$ cat src/hdl/lws_pkg.sv
package lws_pkg;
	localparam int SYM_W        = 10;
	localparam int SYM_PER_WORD = 4;
	localparam int WORD_W       = SYM_W * SYM_PER_WORD;
	localparam int SER_W_NARROW = 10;
	localparam int SER_W_MID    = 20;
	localparam int SER_W_WIDE   = 40;
	localparam int OFF_W        = 4;
	localparam int CNT_W        = 3;
	localparam logic [SYM_W-1:0] COMMA_SYM_RST = 10'h0F8;
	localparam logic [SYM_W-1:0] LLCW_SYM_RST  = 10'h1A6;
	localparam logic [SYM_W-1:0] IDLE_SYM_RST  = 10'h2B5;
	localparam logic             STATUS_RST    = 1'b0;
endpackage

$ cat src/hdl/lws_lane.sv
// What this block does
// - tx_word_ready is high whenever the lane can take a new word.
// - each received word is passed up with a one-cycle rx_word_valid.
// - a lane status notice carrying the current status is issued whenever the status changes.
// - the serialiser side has separate tx and rx paths of width 10, 20 or 40 bits.
// - the tx parallel word carries one, two or four whole ten-bit symbols.
// - the rx parallel word is unaligned and may span parts of adjacent symbols.
// - a one-bit flag reports whether a signal is present at the receiver.
// - symbols on the serialiser side pass as given with no line coding; the lane logic only aligns them on rx.
module lws_lane
	import lws_pkg::*;
#(
	parameter int               SER_W     = SER_W_WIDE,
	parameter logic [SYM_W-1:0] COMMA_SYM = COMMA_SYM_RST,
	parameter logic [SYM_W-1:0] LLCW_SYM  = LLCW_SYM_RST,
	parameter logic [SYM_W-1:0] IDLE_SYM  = IDLE_SYM_RST
) (
	input  wire logic              core_clk,
	input  wire logic              resetn,
	input  wire logic [WORD_W-1:0] tx_word,
	input  wire logic              tx_word_valid,
	output logic                   tx_word_ready,
	output logic      [WORD_W-1:0] rx_word,
	output logic                   rx_word_valid,
	output logic                   lane_ready,
	output logic                   lane_status_change,
	output logic      [SER_W-1:0]  serial_tx_symbols,
	input  wire logic [SER_W-1:0]  serial_rx_bits,
	input  wire logic              rx_signal,
	output logic                   rx_signal_present
);
	localparam int NCH = WORD_W / SER_W;
	localparam int NSY = SER_W / SYM_W;
	localparam int IDX_W = 2;
	localparam logic [IDX_W-1:0] LAST_CH = IDX_W'(NCH - 1);
	localparam logic [WORD_W-1:0] IDLE_WORD = {IDLE_SYM, IDLE_SYM, LLCW_SYM, COMMA_SYM};

	logic [IDX_W-1:0]  idx_q, idx_d;
	logic [WORD_W-1:0] sh_q, sh_d;
	logic [SER_W-1:0]  out_q, out_d;
	logic              load;
	logic [WORD_W-1:0] next_word;

	logic [SER_W-1:0]  al_bits;
	logic              al_locked;
	logic              al_locked_q;
	logic [WORD_W-1:0] acc_q, acc_d;
	logic [CNT_W-1:0]  cnt_q, cnt_d;
	logic [WORD_W-1:0] rxw_q, rxw_d;
	logic              rxv_q, rxv_d;
	logic              sig_q;
	logic              stat_q;
	logic              chg_q;
	logic              stat_now;

	// tx gearbox: a new word is taken only on the last chunk of the current one
	assign load          = (idx_q == LAST_CH);
	assign tx_word_ready = load;
	// no word offered means idle fill, so the line never stops carrying commas
	assign next_word     = (tx_word_valid && tx_word_ready) ? tx_word : IDLE_WORD;

	always_comb begin
		if (load) begin
			out_d = next_word[SER_W-1:0];
			sh_d  = next_word >> SER_W;
			idx_d = '0;
		end else begin
			out_d = sh_q[SER_W-1:0];
			sh_d  = sh_q >> SER_W;
			idx_d = idx_q + IDX_W'(1);
		end
	end

	always_ff @(posedge core_clk) begin
		if (!resetn) begin
			idx_q <= LAST_CH;
			sh_q  <= '0;
			out_q <= '0;
		end else begin
			idx_q <= idx_d;
			sh_q  <= sh_d;
			out_q <= out_d;
		end
	end

	assign serial_tx_symbols = out_q;

	lws_rx_aligner #(
		.SER_W     (SER_W),
		.COMMA_SYM (COMMA_SYM)
	) u_align (
		.core_clk       (core_clk),
		.resetn         (resetn),
		.raw_bits       (serial_rx_bits),
		.signal_present (rx_signal),
		.aligned_bits   (al_bits),
		.locked         (al_locked)
	);

	// a comma always opens a word in the low symbol; a partial word is dropped
	always_comb begin
		acc_d = acc_q;
		cnt_d = cnt_q;
		rxw_d = rxw_q;
		rxv_d = 1'b0;
		// both lock stages gate: the first cycle after lock still carries bits from before the signal returned
		if (al_locked_q && al_locked) begin
			for (int s = 0; s < NSY; s++) begin
				if (al_bits[s*SYM_W +: SYM_W] == COMMA_SYM) begin
					acc_d = {{(WORD_W-SYM_W){1'b0}}, al_bits[s*SYM_W +: SYM_W]};
					cnt_d = CNT_W'(1);
				end else if (cnt_d != '0) begin
					acc_d[cnt_d*SYM_W +: SYM_W] = al_bits[s*SYM_W +: SYM_W];
					cnt_d = cnt_d + CNT_W'(1);
				end
				if (cnt_d == CNT_W'(SYM_PER_WORD)) begin
					rxw_d = acc_d;
					rxv_d = 1'b1;
					cnt_d = '0;
				end
			end
		end else begin
			cnt_d = '0;
		end
	end

	assign stat_now = al_locked && rx_signal;

	always_ff @(posedge core_clk) begin
		if (!resetn) begin
			al_locked_q <= 1'b0;
			acc_q       <= '0;
			cnt_q       <= '0;
			rxw_q       <= '0;
			rxv_q       <= 1'b0;
			sig_q       <= 1'b0;
			stat_q      <= STATUS_RST;
			chg_q       <= 1'b0;
		end else begin
			al_locked_q <= al_locked;
			acc_q       <= acc_d;
			cnt_q       <= cnt_d;
			rxw_q       <= rxw_d;
			rxv_q       <= rxv_d;
			sig_q       <= rx_signal;
			stat_q      <= stat_now;
			chg_q       <= (stat_now != stat_q);
		end
	end

	assign rx_word            = rxw_q;
	assign rx_word_valid      = rxv_q;
	assign rx_signal_present  = sig_q;
	assign lane_ready         = stat_q;
	assign lane_status_change = chg_q;
endmodule // lws_lane

$ cat src/hdl/lws_rx_aligner.sv
module lws_rx_aligner
	import lws_pkg::*;
#(
	parameter int                SER_W     = SER_W_WIDE,
	parameter logic [SYM_W-1:0]  COMMA_SYM = COMMA_SYM_RST
) (
	input  wire logic             core_clk,
	input  wire logic             resetn,
	input  wire logic [SER_W-1:0] raw_bits,
	input  wire logic             signal_present,
	output logic      [SER_W-1:0] aligned_bits,
	output logic                  locked
);
	logic [SER_W-1:0]   prev_q;
	logic [OFF_W-1:0]   off_q;
	logic               lock_q;
	logic [SER_W-1:0]   al_q;
	logic [2*SER_W-1:0] win;
	logic               hit;
	logic [OFF_W-1:0]   hit_off;
	logic [OFF_W-1:0]   use_off;

	// older bits sit low: bit 0 left the line first
	assign win = {raw_bits, prev_q};

	// a chunk may hold the tail of one symbol and the head of the next
	always_comb begin
		hit = 1'b0;
		hit_off = '0;
		for (int p = SER_W - 1; p >= 0; p--) begin
			if (win[p +: SYM_W] == COMMA_SYM) begin
				hit = 1'b1;
				hit_off = OFF_W'(p % SYM_W);
			end
		end
	end

	assign use_off = (!lock_q && hit) ? hit_off : off_q;

	always_ff @(posedge core_clk) begin
		if (!resetn) begin
			prev_q <= '0;
			off_q  <= '0;
			lock_q <= 1'b0;
			al_q   <= '0;
		end else begin
			prev_q <= raw_bits;
			al_q   <= win[use_off +: SER_W];
			// lock is only dropped on loss of signal, never on a stray comma
			if (!signal_present) begin
				lock_q <= 1'b0;
			end else if (!lock_q && hit) begin
				lock_q <= 1'b1;
				off_q  <= hit_off;
			end
		end
	end

	assign aligned_bits = al_q;
	assign locked       = lock_q;
endmodule // lws_rx_aligner

$ cat config.mk
export PLATFORM = sky130hd
export DESIGN_NAME = lws_lane
export DESIGN_NICKNAME = d
export VERILOG_FILES = /design/src/hdl/lws_pkg.sv /design/src/hdl/lws_lane.sv /design/src/hdl/lws_rx_aligner.sv
export SDC_FILE = /design/constraint.sdc
export NUM_CORES = 1
export LEC_CHECK = 0
export ABC_AREA = 0
export BUFFER_PORTS_ARGS = -buffer_cell sky130_fd_sc_hd__buf_2
export CAP_MARGIN = 40
export CORE_MARGIN = 3
export CORE_UTILIZATION = 43
export CTS_CLUSTER_SIZE = 20
export DETAILED_ROUTE_END_ITERATION = 8
export PLACE_DENSITY_LB_ADDON = 0.05
export SLEW_MARGIN = 20
export SYNTH_ARGS = -nofsm -noshare
export SYNTH_HDL_FRONTEND = slang
export SYNTH_SLANG_ARGS = --single-unit
$ cat constraint.sdc
create_clock -name core_clk -period 10.1 [get_ports core_clk]
set_input_delay 1.515 -clock core_clk [delete_from_list [all_inputs] [get_ports core_clk]]
set_output_delay 1.515 -clock core_clk [all_outputs]
set_load 0.01 [all_outputs]
==> results of run 1 <==
[cell families after synthesis]
kind of cell,count (synthesis),share of synthesized area [%]
adders and majority gates,23,1.55
muxes,249,14.5
and+or+nand+nor,892,25.0
DFF,215,23.2
xor gates and xnor gates,12,0.566
AOI/OAI and AO/OA,792,29.6
buffers and inverters,258,5.53
[power by group]
group          switching (uW)  total [uW]  internal [uW]
clock                     394         950            556
combinational             104         179           75.0
sequential               41.5         916            875
[registers in the layout, indices dropped and copies added, names as in the netlist, 2 cells and up]
register / flops
cnt_q: 3
rx_word: 40
serial_tx_symbols: 40
acc_q: 40
u_align.off_q: 4
u_align.prev_q: 40
u_align.aligned_bits: 40
idx_q: 2
[worst min path at each step]
stage / start / depth (start not counted) / slack, ns / end
after floorplan: idx_q[0]$_SDFF_PP0_ / 1 / 0.40 / idx_q[0]$_SDFF_PP0_
after global placement: idx_q[0]$_SDFF_PP0_ / 1 / 0.41 / idx_q[0]$_SDFF_PP0_
after detailed placement: idx_q[0]$_SDFF_PP0_ / 1 / 0.42 / idx_q[0]$_SDFF_PP0_
after CTS: idx_q[0]$_SDFF_PP0_ / 1 / 0.43 / idx_q[0]$_SDFF_PP0_
after global routing: acc_q[1]$_SDFFE_PN0P_ / 2 / 0.46 / acc_q[1]$_SDFFE_PN0P_
final: idx_q[0]$_SDFF_PP0_ / 1 / 0.43 / idx_q[0]$_SDFF_PP0_
[through the flow]
step                cell area [sq um]  hold slack [ns]  cells
finish                          20800            0.429   3103
detailed placement              19800            0.416   3051
global placement                19700            0.410   3036
CTS                             20700            0.432   3095
global route                    20700            0.461   3102
floorplan                       18600            0.401   2441
[synthesized netlist by cell type, types with 12 or more instances]
cell type / instances / area share [%]
a211oi_1: 42 / 1.7
a21o_1: 15 / 0.61
a21oi_1: 120 / 3.2
a221oi_1: 12 / 0.57
a22o_1: 18 / 0.85
a22oi_1: 80 / 3.2
a31oi_1: 20 / 0.67
a32oi_1: 21 / 0.99
and2_1: 64 / 2.2
and3_1: 51 / 1.7
buf_2: 16 / 0.43
clkbuf_1: 155 / 3.1
dfxtp_1: 215 / 23
ha_1: 23 / 1.6
inv_1: 63 / 1.3
mux2_2: 40 / 2.4
mux2i_1: 196 / 11
nand2_1: 222 / 4.5
nand2b_1: 30 / 1.0
nand3_1: 81 / 2.2
nand4_1: 20 / 0.67
nand4b_1: 12 / 0.57
nor2_1: 175 / 3.5
nor2b_1: 22 / 0.74
nor3_1: 74 / 2.0
nor3b_1: 14 / 0.57
nor4_1: 29 / 0.98
o2111ai_1: 12 / 0.57
o211ai_1: 52 / 2.1
o21a_1: 16 / 0.65
o21ai_0: 153 / 4.1
o21ai_1: 23 / 0.62
o221ai_1: 17 / 0.80
o22ai_1: 43 / 1.4
o31ai_1: 15 / 0.61
or3_1: 22 / 0.74
[cells in the final DEF, fill, tap and decap left out, types with 14 or more instances in the layout]
cell type  count
o21a_1        16
nor2_1       173
a21o_1        15
o21ai_1       22
a32oi_1       21
nor4_1        28
nand2b_1      30
mux2_2        40
nand3_1       80
inv_1         63
a22o_1        18
buf_2        173
mux2i_1      195
a211oi_1      42
o221ai_1      17
a22oi_1       80
buf_4         48
o21ai_0      152
and2_1        64
o22ai_1       43
or3_1         22
o31ai_1       15
a31oi_1       20
o211ai_1      52
clkbuf_16     26
a21oi_1      120
dfxtp_1      215
ha_1          22
nor3_1        73
nor2b_1       22
nand2_1      222
nand4_1       20
and3_1        51
nor3b_1       14
[critical path: cells and delay by family, from the launching register on]
family / cells / cell delay [ns]
multiplexers: 2 / 0.87
flip-flops: 1 / 0.31
buffers and inverters: 9 / 2.63
adder cells (fa/ha/maj): 4 / 1.82
AND/OR/NAND/NOR: 4 / 1.37
AO/OA/AOI/OAI: 6 / 2.29
[final cells by class]
class                   instances  area, sq um
well taps                     577          722
fillers                      4297        21600
clock inverters                 9          134
repair buffers                228         1320
inverters                      69          259
multi-input cells            1968        13300
clock buffers                  35          724
flip-flops and latches        215         4300
diodes                          2         5.00
[routing by layer]
layer  vias up  share of wire [%]
met4         8                7.4
met2      1273                 44
met1     10200                 39
li1       9439                  -
met5         -              0.059
met3       299                9.7
[repair_timing]
| item | in CTS | in global routing |
|---|---|---|
| hold endpoints to repair | 0 | 0 |
| setup endpoints to repair | 0 | 20 |
| resized for setup | 0 | 1 |
==> impl_metrics.env, run 1 <==
export IMPL_gp_congestion=1.07
export IMPL_port_buffer_count=168
export IMPL_grt_start_max_net_pins=82
export IMPL_ctsRootBufferMaster="clkbuf_16"
export IMPL_fp_dieH_um=214
export IMPL_setup_tns_final_ns=0
export IMPL_met2_usage_pct=58.5
export IMPL_min_path_type="flip-flop to flip-flop"
export IMPL_clk_latency_ns=0.58
export IMPL_crit_type="flip-flop to flip-flop"
export IMPL_wirelength_um=88500
export IMPL_drtAntennaViolNets=0
export IMPL_start_util_pct=43.9
export IMPL_r2r_end="rx_word[21]$_SDFFE_PN0P_"
export IMPL_syn_nets=2548
export IMPL_outcome="complete, no violations"
export IMPL_crit_required_ns=10.54
export IMPL_fmax_ghz=0.106
export IMPL_drc_errors=0
export IMPL_vias_per_cell=6.83
export IMPL_cpPeakStageDelay_ns=0.64
export IMPL_post_place_ws_ns=0.751
export IMPL_fin_skew_ns=0.0423
export IMPL_syn_inst=2441
export IMPL_io_pins=169
export IMPL_p_per_area_nw_per_um2=98.6
export IMPL_cts_htree_levels=1
export IMPL_dominantRegCellSynth="dfxtp_1"
export IMPL_vias=21200
export IMPL_synth_area_per_cell_sq_um=7.60
export IMPL_met1_usage_pct=46.8
export IMPL_chipWidth_um=214
export IMPL_ir_worst_vdd_mv=0.139
export IMPL_final_core_utilization_pct=49.0
export IMPL_wl_per_cell_um=28.5
export IMPL_reg2reg_from="cnt_q[0]$_SDFF_PP0_"
export IMPL_busiest_layer="met2"
export IMPL_synth_seq_cells=215
export IMPL_grt_ovfl_total=0
export IMPL_crit_start="cnt_q[0]$_SDFF_PP0_"
export IMPL_crit_arrival_ns=9.88
export IMPL_area_delta_synth_final_pct=11.8
export IMPL_antenna_found_initial=6
export IMPL_cts_hold_buf=0
export IMPL_synth_edf_count=0
export IMPL_slew_violations=0
export IMPL_setup_viol=0
export IMPL_crit_path_end="rx_word[21]$_SDFFE_PN0P_"
export IMPL_dp_hpwl_um=67500
export IMPL_drtPass1Iterations=6
export IMPL_syn_area_sq_um=18600
export IMPL_numClockSinks=215
export IMPL_ys_warn_count=0
export IMPL_r2r_cells=25
export IMPL_critPathSlowestCell="mux2i_1"
export IMPL_async_flop_share_pct=0
export IMPL_drive_above_1_share_pct=15.3
export IMPL_rows=75
export IMPL_rsz0062_at_grt="false"
export IMPL_period_share_pct=93.5
export IMPL_grt_first_pass_wirelength_um=129000
export IMPL_grt_pass1_vias=19800
export IMPL_cts_max_path_buffers=3
export IMPL_die_area_sq_um=45700
export IMPL_endpoint_kind="flip-flop"
export IMPL_cts_made_buffers=26
export IMPL_synth_cell_type_count=108
export IMPL_track_usage_pct=37.6
export IMPL_nNetsFinal=2615
export IMPL_met3_usage_pct=9.47
export IMPL_hold_viol=0
export IMPL_finalPower_uw=2050
export IMPL_rrSetupSlack_ns=0.66
export IMPL_worst_pin_slew_ns=0.937
export IMPL_crit_path_start_kind="flip-flop"
export IMPL_relSlewSlack_pct=36.9
export IMPL_drt_iter0_markers=2634
export IMPL_yosysSeqAreaShare_pct=23.2
export IMPL_timing_final_ws_setup_ns=0.658
export IMPL_post_cts_setup_buffers=0
export IMPL_placeableCoreArea_sq_um=42300
export IMPL_p_leak_uw=0.00809
export IMPL_maxCapViolCount=0
export IMPL_crit_top_cell="buf_4"
export IMPL_crit_fanout=33
export IMPL_final_min_clock_period_ns=9.44
export IMPL_cts_tree="done"
export IMPL_cts_clk_slew_worst_paths_ns=0.07
No activity file was read; power rests on OpenSTA's default activity.
==> inputs of run 2 (changes only) <==
Settings changed: SYNTH_HIERARCHICAL set to 1.
==> run 2 against run 1 <==
Net effect:
- count of clock-buffer cells in the layout shrank 3
- critical endpoint is now rx_word[17]$_SDFFE_PN0P_
- final cell count increased by 7.4%
- synthesized cell count is 8.4% higher
- area after synthesis up 7.9%
- non-clock buffer count grew 14
- register-to-register slack improved by 0.21 ns
- die area increased by 7.7%
- clock power increased by 8%
- first-iteration DRC count increased by 35%
==> impl_metrics.env, run 2 <==
export IMPL_outcome="complete, no violations"
export IMPL_synth_area_leaders="dfxtp_1, mux2i_1, nand2_1, a21oi_1, o21ai_0"
export IMPL_ctsRootBufferMaster="clkbuf_16"
export IMPL_met3_usage_pct=5.69
export IMPL_p_per_area_nw_per_um2=99.8
export IMPL_gp_congestion=1.07
export IMPL_maxCapViolCount=0
export IMPL_fmax_ghz=0.108
export IMPL_vias_per_cell=6.96
export IMPL_rsz0062_at_grt="false"
export IMPL_drtPass1Iterations=6
export IMPL_cts_max_path_buffers=3
export IMPL_nNetsFinal=2825
export IMPL_grt_pass1_vias=21700
export IMPL_io_pins=169
export IMPL_layout_cells_non_filler=3334
export IMPL_dp_hpwl_um=76800
export IMPL_grt_ovfl_total=0
export IMPL_synth_area_per_cell_sq_um=7.57
export IMPL_syn_nets=2757
export IMPL_drt_iter0_markers=3560
export IMPL_post_cts_resized=0
export IMPL_grt_first_pass_wirelength_um=146000
export IMPL_endpoint_kind="flip-flop"
export IMPL_synth_top_area_share_pct=21.5
export IMPL_fin_skew_ns=0.0294
export IMPL_wirelength_um=101000
export IMPL_final_min_clock_period_ns=9.23
export IMPL_antenna_found_initial=3
export IMPL_worst_pin_slew_ns=0.965
export IMPL_drtAntennaViolNets=0
export IMPL_placeableCoreArea_sq_um=45700
export IMPL_n_antenna_cell=0
export IMPL_yosysSeqAreaShare_pct=21.5
export IMPL_busiest_layer="met2"
export IMPL_numClockSinks=215
export IMPL_dp_cells=3279
export IMPL_relSlewSlack_pct=35.7
export IMPL_ys_warn_count=6
export IMPL_synth_cell_type_count=122
export IMPL_area_delta_synth_final_pct=11.0
export IMPL_fill_cells=4648
export IMPL_holdWs_ns=0.420
export IMPL_slew_violations=0
export IMPL_yosysMostFrequentCell="nand2_1"
export IMPL_drc_errors=0
export IMPL_regArea_sq_um=4300
export IMPL_grt_start_max_net_pins=75
export IMPL_fp_dieH_um=222
export IMPL_die_area_sq_um=49200
export IMPL_clk_latency_ns=0.58
export IMPL_crit_required_ns=10.56
export IMPL_dominantRegCellSynth="dfxtp_1"
export IMPL_post_cts_setup_buffers=0
export IMPL_async_flop_share_pct=0
export IMPL_rows=78
export IMPL_multiInputGateArea_sq_um=14600
export IMPL_syn_inst=2647
export IMPL_ir_worst_vdd_mv=0.141
export IMPL_syn_area_sq_um=20000
export IMPL_p_leak_uw=0.00864
export IMPL_met1_usage_pct=47.2
export IMPL_crit_fanout=25
export IMPL_crit_path_start_kind="flip-flop"
export IMPL_track_usage_pct=38.7
export IMPL_wl_per_cell_um=30.2
export IMPL_setup_viol=0
export IMPL_crit_arrival_ns=9.69
export IMPL_synth_seq_cells=215
export IMPL_setup_tns_final_ns=0
export IMPL_chipWidth_um=222
export IMPL_start_util_pct=43.9
export IMPL_min_path_type="flip-flop to flip-flop"
export IMPL_synth_edf_count=0
export IMPL_period_share_pct=91.4
export IMPL_cts_clk_slew_worst_paths_ns=0.07
export IMPL_crit_type="flip-flop to flip-flop"
export IMPL_cts_tree="done"
export IMPL_synth_top_area_cell="dfxtp_1"
export IMPL_vias=23200
export IMPL_mostFrequentLayoutCells="nand2_1, dfxtp_1, nor2_1"
export IMPL_synth_commonest_cells="nand2_1, dfxtp_1, nor2_1, mux2i_1"
export IMPL_hold_viol=0
export IMPL_cts_htree_levels=1
export IMPL_drive_above_1_share_pct=15.5
export IMPL_cts_made_buffers=25
export IMPL_met2_usage_pct=63.4
export IMPL_port_buffer_count=168
export IMPL_mostFrequentLayoutCell="nand2_1"
export IMPL_cts_hold_buf=0
run 2: cell families (layout without fill, tap and decap cells):
family	after synthesis	in the layout	synth area share (%)
adder cells (fa/ha/maj)	26	26	1.62
AND/OR/NAND/NOR	1015	1015	26.5
XOR/XNOR	19	19	0.831
AO/OA/AOI/OAI	852	852	29.9
buffers and inverters	279	366	5.93
flip-flops	215	215	21.5
multiplexers	241	241	13.7
run 2: final cells by class:
type | instances | area share (%)
tap | 600 | 3.38
inverter | 78 | 1.32
clock inverter | 14 | 1.04
multi-input combinational | 2153 | 65.6
sequential | 215 | 19.4
timing repair buffer | 242 | 6.23
clock buffer | 32 | 3.11
run 2: final timing paths:
path | cells after the start | startpoint | endpoint | slack (ns)
setup / recovery | 27 | cnt_q[1]$_SDFF_PP0_ | rx_word[17]$_SDFFE_PN0P_ | 0.87
hold / removal | 1 | idx_q[0]$_SDFF_PP0_ | idx_q[0]$_SDFF_PP0_ | 0.42
setup reg to reg | 27 | cnt_q[1]$_SDFF_PP0_ | rx_word[17]$_SDFFE_PN0P_ | 0.87
hold reg to reg | 1 | idx_q[0]$_SDFF_PP0_ | idx_q[0]$_SDFF_PP0_ | 0.42
run 2: where the power goes:
part / internal [uW] / switching, uW / leakage, uW
clock: 619 / 409 / 0.000450
combinational: 102 / 151 / 0.00643
sequential: 880 / 57.2 / 0.00176
total: 1600 / 617 / 0.00864
run 2: metal layers:
metal	share of wire, %	up-vias
met1	37	11100
met2	46	1507
met3	8.6	326
met4	8.1	6
li1	-	10200
met5	0.13	-
run 2: through the flow:
step,util [%],area (sq um),power (uW),worst slack [ns]
4_1_cts,48.6,22200,2220,1.06
3_5_place_dp,46.5,21300,1200,1.13
2_1_floorplan,-,20000,1100,1.93
3_3_place_gp,46.3,21200,1190,1.49
5_1_grt,48.7,22200,2280,0.0194
6_report,48.7,22200,2220,0.873
run 2: critical path, stage by stage, from the launching register on:
cell and delay (ns):
dfxtp_1 0.43, inv_1 0.16, ha_1 0.52, nor2b_1 0.46, mux2i_1 0.47, or2_2 0.21
ha_1 0.42, clkinv_1 0.32, a31oi_1 0.42, o31ai_1 0.18, nor2_2 0.11, buf_4 0.31
ha_1 0.31, inv_1 0.42, a2111oi_2 0.09, a21oi_1 0.48, o2111a_1 0.55, nor2_1 0.13
ha_1 0.56, nor3_1 0.10, ha_1 0.45, a21boi_1 0.31, a21boi_1 0.27, nand3_1 0.26
a2111oi_4 0.61, nor2_1 0.13, a21o_1 0.18, a32o_1 0.24
